File: src/rtl/rsg_consts.vh
// Constants for the RAM guard, register guard and invalid access detector.
// Assumes a 20-bit byte address space and 8-bit data on the CPU bus.
`ifndef RSG_CONSTS_VH
`define RSG_CONSTS_VH

// Bus widths
`define RSG_ADDR_W          20
`define RSG_DATA_W          8

// Own register addresses and reset values
`define RSG_GUARD_CTL_ADDR  20'hF_0078
`define RSG_RAM_BASE_ADDR   20'hF_F076
`define RSG_GUARD_CTL_RST   8'h00
`define RSG_RAM_BASE_RST    8'hEF

// guard_control field positions
`define RSG_IAE_BIT         7
`define RSG_SIZE_HI         5
`define RSG_SIZE_LO         4
`define RSG_PORT_BIT        2
`define RSG_INT_BIT         1
`define RSG_CLKV_BIT        0

// ram_base_page legal range and address forming
`define RSG_PAGE_MIN        8'h9F
`define RSG_PAGE_MAX        8'hFD
`define RSG_RAM_TOP         4'hF
`define RSG_PAGE_LOW        8'h00

// Software must keep off RAM this many clocks after a base page write
`define RSG_BASE_SETTLE_CLKS 2

// Guard window lengths in bytes, one wider than the address
`define RSG_WIN_128         21'h0_0080
`define RSG_WIN_256         21'h0_0100
`define RSG_WIN_512         21'h0_0200

// Memory map boundaries of the two variants
`define RSG_CODE_END_L      20'h3_FFFF
`define RSG_CODE_END_S      20'h1_FFFF
`define RSG_MIRROR_L        20'hF_5000
`define RSG_MIRROR_S        20'hF_3000
`define RSG_DFLASH_START    20'hF_1000

// Special register groups covered by the register guard
`define RSG_PORT_LO         20'hF_0030
`define RSG_PORT_HI         20'hF_006F
`define RSG_PDATA_LO        20'hF_FF00
`define RSG_PDATA_HI        20'hF_FF1F
`define RSG_INT_LO          20'hF_FFD0
`define RSG_INT_HI          20'hF_FFEF
`define RSG_CLKV_LO         20'hF_00F0
`define RSG_CLKV_HI         20'hF_00FF
`define RSG_CONV_CKS_ADDR   20'hF_00F8

`endif

File: src/rtl/rsg_addr_decode.v
// Address classifier for the guard block: RAM guard window, special
// register groups and forbidden spaces. Purely combinational.
// Assumes the RAM start page is already a legal, settled value.
`timescale 1ns/10ps
`default_nettype none
`include "rsg_consts.vh"

module rsg_addr_decode #(
  parameter LARGE_VARIANT = 1
) (
  input  wire [`RSG_ADDR_W-1:0] addr_i,
  input  wire [7:0]             ram_page_i,
  input  wire [1:0]             ram_guard_size_i,
  output reg                    in_ram_guard_o,
  output reg                    in_port_grp_o,
  output reg                    in_int_grp_o,
  output reg                    in_clkv_grp_o,
  output reg                    is_conv_cks_o,
  output reg                    in_gap_o,
  output reg                    in_mirror_o
);

  ////////////////////////////////////////////////////////////////////////
  // Memory map boundaries chosen by the variant
  wire [`RSG_ADDR_W-1:0] code_end   = LARGE_VARIANT ? `RSG_CODE_END_L : `RSG_CODE_END_S;
  wire [`RSG_ADDR_W-1:0] code_after = code_end + 20'h0_0001;
  wire [`RSG_ADDR_W-1:0] mirror_lo  = LARGE_VARIANT ? `RSG_MIRROR_L : `RSG_MIRROR_S;
  wire [`RSG_ADDR_W-1:0] ram_start  = {`RSG_RAM_TOP, ram_page_i, `RSG_PAGE_LOW};
  reg  [`RSG_ADDR_W:0]   win_len;
  wire [`RSG_ADDR_W:0]   win_end    = {1'b0, ram_start} + win_len;

  ////////////////////////////////////////////////////////////////////////
  // Window length from the size field, zero means no protection
  always @* begin
    case (ram_guard_size_i)
      2'b01:   win_len = `RSG_WIN_128;
      2'b10:   win_len = `RSG_WIN_256;
      2'b11:   win_len = `RSG_WIN_512;
      default: win_len = {(`RSG_ADDR_W+1){1'b0}};
    endcase
  end

  ////////////////////////////////////////////////////////////////////////
  // Range compares; the window end is one wider so it cannot wrap
  always @* begin
    in_ram_guard_o = (ram_guard_size_i != 2'b00) && (addr_i >= ram_start)
                     && ({1'b0, addr_i} < win_end);
    // Port output data sits outside the port group on purpose
    in_port_grp_o  = (addr_i >= `RSG_PORT_LO) && (addr_i <= `RSG_PORT_HI)
                     && !((addr_i >= `RSG_PDATA_LO) && (addr_i <= `RSG_PDATA_HI));
    in_int_grp_o   = (addr_i >= `RSG_INT_LO) && (addr_i <= `RSG_INT_HI);
    in_clkv_grp_o  = (addr_i >= `RSG_CLKV_LO) && (addr_i <= `RSG_CLKV_HI);
    is_conv_cks_o  = (addr_i == `RSG_CONV_CKS_ADDR);
    // Unimplemented gap between code flash end and data flash
    in_gap_o       = (addr_i >= code_after) && (addr_i < `RSG_DFLASH_START);
    // Mirror runs up to one below the RAM start
    in_mirror_o    = (addr_i >= mirror_lo) && (addr_i < ram_start);
  end

endmodule
`default_nettype wire

File: src/rtl/rsg_guard.v
// RAM guard, special register guard and invalid memory access detector
// sitting between the CPU core and the memories / special registers.
// Assumes a CPU bus with single-cycle strobes, no wait states, and
// all inputs from logic on the same clock.
// Own registers answer on a registered read-back port one cycle after
// the read strobe and are never passed on to memory or other registers.
// Forwarded strobes are combinational and only ever masked, never held
// back, so a blocked access costs the CPU no extra cycles.
// The internal reset request is a one-cycle pulse; the reset controller
// is expected to stretch it.
`timescale 1ns/10ps
`default_nettype none
`include "rsg_consts.vh"

module rsg_guard #(
  parameter LARGE_VARIANT = 1
) (
  input  wire                   clock_i,
  input  wire                   rst_n_i,
  input  wire [`RSG_ADDR_W-1:0] cpu_addr_i,
  input  wire [`RSG_DATA_W-1:0] cpu_wdata_i,
  input  wire                   cpu_wr_i,
  input  wire                   cpu_rd_i,
  input  wire                   debug_step_i,
  input  wire                   watchdog_option_on_i,
  input  wire                   converter_power_enable_i,
  output wire                   mem_wr_o,
  output wire                   mem_rd_o,
  output wire                   reg_hit_o,
  output reg  [`RSG_DATA_W-1:0] reg_rdata_o,
  output reg                    reg_rvalid_o,
  output reg                    invalid_reset_o,
  output wire [`RSG_ADDR_W-1:0] ram_start_o
);

  ////////////////////////////////////////////////////////////////////////
  // State registers
  // Each register gets its next value from one process further down
  reg        iae_q;        // invalid_access_enable
  reg        iae_d;
  reg  [1:0] size_q;       // ram_guard_size
  reg  [1:0] size_d;
  reg        port_en_q;    // port_guard_enable
  reg        port_en_d;
  reg        int_en_q;     // interrupt_guard_enable
  reg        int_en_d;
  reg        clkv_en_q;    // clock_voltage_guard_enable
  reg        clkv_en_d;
  reg  [7:0] page_q;       // ram_base_page
  reg  [7:0] page_d;
  reg        page_lock_q;  // Set by the one accepted base page write
  reg        page_lock_d;
  reg  [`RSG_DATA_W-1:0] rdata_d;
  reg        rvalid_d;
  reg        inv_rst_d;

  ////////////////////////////////////////////////////////////////////////
  // Address classification
  // Map as classified here, large variant first and small second:
  //   code flash   00000H up to the variant's code end
  //   gap          code end + 1 up to F0FFFH, no access allowed
  //   data flash   F1000H up to one below the mirror start
  //   mirror       F5000H or F3000H up to one below the RAM start
  //   RAM          RAM start up to FFEFFH, guard window at its bottom
  // The mirror end follows the base page, so it moves with that write.
  wire in_ram_guard;
  wire in_port_grp;
  wire in_int_grp;
  wire in_clkv_grp;
  wire is_conv_cks;
  wire in_gap;
  wire in_mirror;

  rsg_addr_decode #(
    .LARGE_VARIANT (LARGE_VARIANT)
  ) u_decode (
    .addr_i           (cpu_addr_i),
    .ram_page_i       (page_q),
    .ram_guard_size_i (size_q),
    .in_ram_guard_o   (in_ram_guard),
    .in_port_grp_o    (in_port_grp),
    .in_int_grp_o     (in_int_grp),
    .in_clkv_grp_o    (in_clkv_grp),
    .is_conv_cks_o    (is_conv_cks),
    .in_gap_o         (in_gap),
    .in_mirror_o      (in_mirror)
  );

  ////////////////////////////////////////////////////////////////////////
  // Own register decode, if and else-if style. The two addresses never
  // both match, so the priority here is only a matter of form.
  reg hit_ctl;
  reg hit_base;

  always @* begin
    hit_ctl  = 1'b0;
    hit_base = 1'b0;
    if (cpu_addr_i == `RSG_GUARD_CTL_ADDR) begin
      hit_ctl = 1'b1;
    end else if (cpu_addr_i == `RSG_RAM_BASE_ADDR) begin
      hit_base = 1'b1;
    end
  end

  wire own_hit = hit_ctl | hit_base;
  assign reg_hit_o = own_hit & (cpu_wr_i | cpu_rd_i);

  ////////////////////////////////////////////////////////////////////////
  // Write blocking. A blocked write just never reaches the target; the
  // CPU sees a normal completion because there is no wait or error path.
  wire ram_block  = in_ram_guard & ~debug_step_i;
  // One lane per guarded group, in the bit order of guard_control
  wire [2:0] grp_hit = {in_port_grp, in_int_grp, in_clkv_grp};
  wire [2:0] grp_en  = {port_en_q, int_en_q, clkv_en_q};
  wire [2:0] grp_block;
  genvar     gi;

  generate
    for (gi = 0; gi < 3; gi = gi + 1) begin : g_grp
      // A set group bit masks writes only; reads of the group stay open
      assign grp_block[gi] = grp_hit[gi] & grp_en[gi];
    end
  endgenerate

  wire port_block = grp_block[`RSG_PORT_BIT];
  wire int_block  = grp_block[`RSG_INT_BIT];
  wire clkv_block = grp_block[`RSG_CLKV_BIT];
  // Converter clock select is dark in both directions while unpowered
  wire conv_off   = is_conv_cks & ~converter_power_enable_i;
  wire wr_block   = ram_block | port_block | int_block | clkv_block | conv_off;

  // Reads are never stopped by a guard bit, only by the converter gate and the own register decode
  assign mem_wr_o = cpu_wr_i & ~own_hit & ~wr_block;
  assign mem_rd_o = cpu_rd_i & ~own_hit & ~conv_off;

  ////////////////////////////////////////////////////////////////////////
  // RAM start as seen by the rest of the chip
  assign ram_start_o = {`RSG_RAM_TOP, page_q, `RSG_PAGE_LOW};

  ////////////////////////////////////////////////////////////////////////
  // Limitations worth knowing before reuse:
  //   Only byte strobes are understood; a wider access must arrive as
  //   separate byte strobes or its upper bytes escape the compares.
  //   The base page lock and the sticky enable clear only on rst_n_i,
  //   so a soft reset that bypasses rst_n_i leaves both as they were.
  //   A blocked write completes like any other; software only sees the
  //   block by reading the target back.

  ////////////////////////////////////////////////////////////////////////
  // Strobes qualified by the own register decode
  wire ctl_wr  = cpu_wr_i & hit_ctl;
  wire ctl_rd  = cpu_rd_i & hit_ctl;
  wire base_wr = cpu_wr_i & hit_base;
  wire base_rd = cpu_rd_i & hit_base;

  // An out-of-range page is dropped without using up the single write
  wire page_legal = (cpu_wdata_i >= `RSG_PAGE_MIN) && (cpu_wdata_i <= `RSG_PAGE_MAX);
  wire page_take  = base_wr & ~page_lock_q & page_legal;

  ////////////////////////////////////////////////////////////////////////
  // Guard control next state
  always @* begin
    iae_d     = iae_q;
    size_d    = size_q;
    port_en_d = port_en_q;
    int_en_d  = int_en_q;
    clkv_en_d = clkv_en_q;
    if (ctl_wr) begin
      // Enable only ever sets; a written zero leaves it as it was
      iae_d     = iae_q | cpu_wdata_i[`RSG_IAE_BIT];
      size_d    = cpu_wdata_i[`RSG_SIZE_HI:`RSG_SIZE_LO];
      port_en_d = cpu_wdata_i[`RSG_PORT_BIT];
      int_en_d  = cpu_wdata_i[`RSG_INT_BIT];
      clkv_en_d = cpu_wdata_i[`RSG_CLKV_BIT];
    end
  end

  ////////////////////////////////////////////////////////////////////////
  // Base page next state; the lock is what makes it write-once
  always @* begin
    page_d      = page_q;
    page_lock_d = page_lock_q;
    if (page_take) begin
      page_d      = cpu_wdata_i;
      page_lock_d = 1'b1;
    end
  end

  ////////////////////////////////////////////////////////////////////////
  // Read data, presented one cycle after the read strobe
  always @* begin
    rdata_d  = {`RSG_DATA_W{1'b0}};
    rvalid_d = ctl_rd | base_rd;
    if (ctl_rd) begin
      // Bits 6 and 3 are reserved and read as zero
      rdata_d[`RSG_IAE_BIT]                 = iae_q;
      rdata_d[`RSG_SIZE_HI:`RSG_SIZE_LO]    = size_q;
      rdata_d[`RSG_PORT_BIT]                = port_en_q;
      rdata_d[`RSG_INT_BIT]                 = int_en_q;
      rdata_d[`RSG_CLKV_BIT]                = clkv_en_q;
    end else if (base_rd) begin
      rdata_d = page_q;
    end
  end

  ////////////////////////////////////////////////////////////////////////
  // Invalid access detection. The option strap overrides a cleared
  // enable, so a runaway that never set the bit is still caught.
  wire det_en    = iae_q | watchdog_option_on_i;
  wire any_acc   = cpu_wr_i | cpu_rd_i;
  // Gap is forbidden for any access, the mirror only for writes, so
  // constants placed in the mirror can still be read
  wire gap_hit    = in_gap & any_acc;
  wire mirror_hit = in_mirror & cpu_wr_i;
  wire forbidden  = gap_hit | mirror_hit;

  always @* begin
    inv_rst_d = det_en & forbidden;
  end

  ////////////////////////////////////////////////////////////////////////
  // Guard control flip-flops; all guard bits come back cleared after
  // reset, so no group is locked while start-up code runs
  always @(posedge clock_i or negedge rst_n_i) begin
    if (!rst_n_i) begin
      iae_q     <= 1'b0;
      size_q    <= 2'b00;
      port_en_q <= 1'b0;
      int_en_q  <= 1'b0;
      clkv_en_q <= 1'b0;
    end else begin
      iae_q     <= iae_d;
      size_q    <= size_d;
      port_en_q <= port_en_d;
      int_en_q  <= int_en_d;
      clkv_en_q <= clkv_en_d;
    end
  end

  ////////////////////////////////////////////////////////////////////////
  // Base page flip-flops. The lock only clears on reset, which is what
  // keeps a runaway from moving the window after start-up.
  always @(posedge clock_i or negedge rst_n_i) begin
    if (!rst_n_i) begin
      page_q      <= `RSG_RAM_BASE_RST;
      page_lock_q <= 1'b0;
    end else begin
      page_q      <= page_d;
      page_lock_q <= page_lock_d;
    end
  end

  ////////////////////////////////////////////////////////////////////////
  // Read return flip-flops; data is zero whenever valid is low
  always @(posedge clock_i or negedge rst_n_i) begin
    if (!rst_n_i) begin
      reg_rdata_o  <= {`RSG_DATA_W{1'b0}};
      reg_rvalid_o <= 1'b0;
    end else begin
      reg_rdata_o  <= rdata_d;
      reg_rvalid_o <= rvalid_d;
    end
  end

  ////////////////////////////////////////////////////////////////////////
  // Reset request flip-flop; registered so the request is glitch free
  // even though the address compares in front of it are wide
  always @(posedge clock_i or negedge rst_n_i) begin
    if (!rst_n_i) begin
      invalid_reset_o <= 1'b0;
    end else begin
      invalid_reset_o <= inv_rst_d;
    end
  end

endmodule
`default_nettype wire

File: config.mk
export PLATFORM = sky130hd
export DESIGN_NAME = rsg_guard
export DESIGN_NICKNAME = d
export VERILOG_FILES = /design/src/rtl/rsg_addr_decode.v /design/src/rtl/rsg_guard.v
export VERILOG_INCLUDE_DIRS = /design/src /design/src/rtl
export SDC_FILE = /design/constraint.sdc
export NUM_CORES = 1
export LEC_CHECK = 0
export ABC_CLOCK_PERIOD_IN_PS = 3750
export BUFFER_PORTS_ARGS = -buffer_cell sky130_fd_sc_hd__buf_4
export CAP_MARGIN = 15
export CORE_MARGIN = 3
export CORE_UTILIZATION = 45
export CTS_CLUSTER_DIAMETER = 80
export CTS_CLUSTER_SIZE = 28
export DETAILED_ROUTE_END_ITERATION = 10
export PLACE_DENSITY = 0.73
export SYNTH_ARGS = -nofsm -noshare
export SYNTH_HDL_FRONTEND = slang
export SYNTH_SLANG_ARGS = --single-unit
File: constraint.sdc
create_clock -name clock_i -period 3.75 [get_ports clock_i]
set_input_delay 0.75 -clock clock_i [delete_from_list [all_inputs] [get_ports clock_i]]
set_output_delay 0.75 -clock clock_i [all_outputs]
set_load 0.05 [all_outputs]
* Word level (Yosys, flattened, before mapping)
Index checks and enable logic that the tools add are counted.
** Word-level totals
- Register bits after elaboration :: 25
- Output and inout bits :: 33
** Operators by class
- Add/sub/neg operators :: 1
- $lt $le $gt $ge :: 16
- Equality and inequality tests :: 6
- Muxes and demuxes :: 10
- Bitwise logic cells :: 35
- Reduce and logical (&&, ||, !) cells :: 12
** Operators with widths (number)
- $ge A20 B20 Y1 const B :: 5
- $le A20 B20 Y1 const B :: 4
- $eq A20 B20 Y1 const B :: 3
- $pmux W10 S3 :: 1
- $add A20 B10 Y21 :: 1
- $lt A20 B21 Y1 :: 1
- $ge A20 B19 Y1 const B :: 1
- $ge A20 B20 Y1 :: 1
- $lt A20 B20 Y1 :: 1
- $lt A20 B20 Y1 const B :: 1
- $and A1 B1 Y1 :: 19
- $logic_and A1 B1 Y1 :: 10
- $or A1 B1 Y1 :: 10
- $ge A8 B8 Y1 const B :: 1
- $le A8 B8 Y1 const B :: 1
- $mux W8 :: 1
- $mux W1 :: 6
- $not A1 Y1 :: 6
- $eq A2 B2 Y1 const B :: 2
- $mux W3 :: 1
- $eq A2 B1 Y1 const B :: 1
- $mux W2 :: 1
- $reduce_bool A2 Y1 :: 1
- $logic_not A1 Y1 :: 1

* Logic depth before layout (Yosys ltp)
- Depth after elaboration :: 12
- Depth in mapped cells :: 14
- Gate-level depth less buffers :: 14

* Cells and area by module
A second synthesis with hierarchy kept.
** Second synthesis, totals
- Cells, all modules :: 217
- Area total of the unflattened synthesis :: 2030.7 um^2
** By module, submodules not included
- rsg_guard :: times used 1, cells each 109, area each 1233.7 um^2
- rsg_addr_decode :: times used 1, cells each 108, area each 797.0 um^2

* Worst setup path after synthesis
No wires, ideal clock.
- Path type :: register to output
- Start :: register page_q[0]
- End :: output mem_wr_o
- Data arrival time :: 4.077 ns
- Required time :: 3.000 ns
- Setup slack :: -1.077 ns
- Stages on the path, launching flop included :: 13
- Buffers on the path :: 0
- Cell sequence :: dfstp_2 -> ha_1 -> inv_1 -> fa_1 -> nor3_1 -> xnor2_1 -> ha_1 -> nand4_1 -> nor3_1 -> o31ai_1 -> a31oi_1 -> a2111oi_0 -> nor4_1
** On the way
- Cells in the longest elaborated chain, start to end :: 10
** RTL lines
- start: declaration :: line rsg_guard.v:49 : reg [7:0] page_q;
- start signal: assignment :: line rsg_guard.v:245 : page_q <= `RSG_RAM_BASE_RST;
- start signal: assignment :: line rsg_guard.v:248 : page_q <= page_d;
- $add A20 B10 Y21 or $ge A20 B20 Y1 (tied branches) :: line rsg_addr_decode.v:30, rsg_addr_decode.v:46
- $lt A20 B21 Y1 or $logic_and A1 B1 Y1 (tied branches) :: line rsg_addr_decode.v:47, rsg_addr_decode.v:46
- $logic_and A1 B1 Y1 (*) :: line rsg_addr_decode.v:47 : && ({1'b0, addr_i} < win_end);
- $and A1 B1 Y1 (*) :: line rsg_guard.v:111 : wire ram_block = in_ram_guard & ~debug_step_i;
- $or A1 B1 Y1 (*) (4 in series) :: line rsg_guard.v:130 : wire wr_block = ram_block | port_block | int_block | clkv_block | conv_off;
- $not A1 Y1 (*) :: line rsg_guard.v:133 : assign mem_wr_o = cpu_wr_i & ~own_hit & ~wr_block;
- $and A1 B1 Y1 (*) :: line rsg_guard.v:133
- end: declaration :: line rsg_guard.v:27 : output wire mem_wr_o,
Mark *: on every way between the ends. The rest lies on a longest branch, timed or not.

* Worst setup path after layout
Same ends and word-level chain as after synthesis.

==> flow_metrics.env <==
export IMPL_via_count=1821
export IMPL_crit_buf_inv=2
export IMPL_crit_arrival_ps=3190
export IMPL_yosysMostFrequentCell="ha_1"
export IMPL_synth_edff_count=0
export IMPL_syn_to_final_growth_pct=29.5
export IMPL_tns_ps=-194
export IMPL_gp_congestion=0.857
export IMPL_wl_per_cell_um=17.2
export IMPL_crit_path_max_incr_delay_ps=640
export IMPL_grt_max_degree=26
export IMPL_via_per_inst=5.69
export IMPL_finalWirelength_um=5490
export IMPL_fin_crit_ps=3940
export IMPL_n_antenna_cell=0
export IMPL_die_height_um=72.4
export IMPL_overflow=0
export IMPL_stdcell_count=320
export IMPL_relSlewSlack=0.591
export IMPL_reg_top3="page_q: 8 flops, reg_rdata_o: 8 flops, size_q: 2 flops"
export IMPL_cts_tree="built"
export IMPL_grt_met3_usage=0.0346
export IMPL_grtUsageTotal=0.216
export IMPL_ant_nets=0
export IMPL_power_density_nw_per_um2=213
export IMPL_die_x_um=72.4
export IMPL_cts_htree_levels=1
export IMPL_syn_area_per_cell_sq_um=9.40
export IMPL_finClkSkew_ps=2.73
export IMPL_setup_viol=1
export IMPL_synth_top_flop_cell="dfrtp_1"
export IMPL_syn_instance_count=211
export IMPL_post_dp_hpwl_um=4430
export IMPL_p_leak_nw=1.26
export IMPL_synth_cell_types=50
export IMPL_cp_max_fo=5
export IMPL_clkSlewWorstSetupHoldPaths_ps=80
export IMPL_finalHoldViolations=0
export IMPL_row_count=23
export IMPL_crit_required_ps=3000
export IMPL_drv_cap=0
export IMPL_root_buffer="clkbuf_8"
export IMPL_crit_slowest_cell="dfstp_4"
export IMPL_dp_cells=316
export IMPL_ys_warn_count=0
export IMPL_hold_slack_ps=366
export IMPL_post_route_period_util=1.05
export IMPL_violations="negative setup slack"
export IMPL_postLayoutSetupSlackWorst_ps=-194
export IMPL_rsz0062_at_grt="yes"
export IMPL_synth_seq_area_share=0.320
export IMPL_worst_slew_pin_slew_ps=613
export IMPL_nets=329
export IMPL_slew_violations=0
export IMPL_synth_top_cell_area_share=0.227
export IMPL_ys_async_sr_fraction=1.00
export IMPL_ir_drop_uv=243
export IMPL_synth_area_leaders="dfrtp_1, ha_1, dfstp_2"
export IMPL_synth_common_cells="ha_1, dfrtp_1, nand2_1, nor2_1"
export IMPL_drt_iter0_markers=96
export IMPL_cts_sinks=25
export IMPL_max_clock_freq_mhz=254
export IMPL_pin_count=68
export IMPL_firstDrtPassIters=4
export IMPL_port_buffers=55
export IMPL_fillCellCount=370
export IMPL_grt_first_pass_wirelength_um=8670
export IMPL_cts_made_buffers=3
export IMPL_min_path_type="in -> async"
export IMPL_grt_met2_usage=0.344
export IMPL_busiest_layer="met2"
export IMPL_crit_chain="ha_4 > inv_2 > fa_2 > xor2_1 > ha_1 > a211oi_1 > nor2_1 > o31ai_1 > a31oi_2 > a2111oi_4 > nor4_4 > buf_6"
export IMPL_clock_path_buffers=2
export IMPL_synth_seq_cells=25
export IMPL_status="complete, but fails checks"
export IMPL_first_global_vias=1729
export IMPL_antenna_found_initial=0
export IMPL_core_area_sq_um=4120
export IMPL_initial_utilization=0.482
export IMPL_startpoint_type="register"
export IMPL_power_mw=0.546
export IMPL_gr_usage_met1=0.294
export IMPL_critPathCaptureType="primary output"
export IMPL_synth_area_sq_um=1980
export IMPL_yosys_area_top_type="dfrtp_1"
export IMPL_drc=0
export IMPL_path_class="reg -> out"
export IMPL_clkLatencyLatePin_ps=270
export IMPL_post_route_util=0.624
export IMPL_cp_top_family="compound AO/OA/AOI/OAI gates"
export IMPL_drive_gt1_frac=0.370
export IMPL_dieArea_sq_um=5240
[placed cells by master (no fill, tap or decap), drive strengths merged, types with 8 or more instances in the layout]
master  count
buf        62
ha         22
dfrtp      18
nor2       14
nand2      14
conb       12
inv        12
o21ai      11
nor3        9
a21oi       8
[through the flow]
stage | cell area (sq um) | setup WS (ps)
after floorplan | 2060 | -52.8
after global routing | 2570 | -348
after detailed placement | 2460 | -228
after CTS | 2540 | -147
after global placement | 2460 | -142
final | 2570 | -194
[what timing repair did]
action / in CTS / in global routing
gates resized for setup: 8 / 4
endpoints found under the setup margin: 1 / 1
pin swaps: 3 / 0
buffers inserted: 0 / 0
hold buffers: 0 / 0
cloned: 0 / 0
[per-layer routing]
layer	part of all wire	wire, um	vias to the layer above
met3	0.075	412	13
li1	-	-	868
met5	0	0	-
met1	0.44	2400	867
met2	0.46	2540	73
met4	0.024	131	0
[power by group]
part | internal [mW] | switching (mW) | leakage (nW)
registers | 0.270 | 0.000198 | 0.319
logic | 0.0406 | 0.0765 | 0.919
clock network | 0.0760 | 0.0822 | 0.0228
[path summary, 6_finish.rpt]
kind	startpoint	end	slack [ps]	cells after the start
setup reg to reg	page_q[1]$_DFFE_PN1P_	invalid_reset_o$_DFF_PN0_	1420	9
hold reg to reg	page_lock_q$_DFFE_PN0P_	page_lock_q$_DFFE_PN0P_	480	1
setup / recovery	page_q[0]$_DFFE_PN1P_	mem_wr_o	-190	12
max in group asynchronous	rst_n_i	page_q[2]$_DFFE_PN1P_	3090	1
min in group clock_i	page_lock_q$_DFFE_PN0P_	page_lock_q$_DFFE_PN0P_	480	1
hold / removal	rst_n_i	reg_rdata_o[6]$_DFF_PN0_	370	1
[logic make-up after synthesis]
| kind of cell | after synthesis | synth area share |
|---|---|---|
| multiplexers | 6 | 0.0435 |
| XOR/XNOR | 8 | 0.0353 |
| AND/OR/NAND/NOR | 78 | 0.221 |
| adder cells (fa/ha/maj) | 23 | 0.149 |
| flip-flops | 25 | 0.320 |
| other | 2 | 0.00379 |
| buffers and inverters | 29 | 0.0864 |
| AO/OA/AOI/OAI | 40 | 0.141 |
[worst reg2reg max path: cells and delay by family (launching register included)]
| kind | cells | cell delay [ps] |
|---|---|---|
| simple gates | 1 | 130 |
| buf+inv | 2 | 210 |
| fa+ha+maj | 1 | 280 |
| flops | 1 | 590 |
| compound gates | 5 | 1050 |
[area by class of cell]
type	count	area, sq um	area share
Multi-Input combinational cell	167	1310	0.509
Tap cell	50	62.6	0.0244
Timing Repair Buffer	62	469	0.183
Inverter	12	45.0	0.0175
Sequential cell	25	638	0.249
Clock buffer	4	45.0	0.0175
No activity file was read; power rests on OpenSTA's default activity.
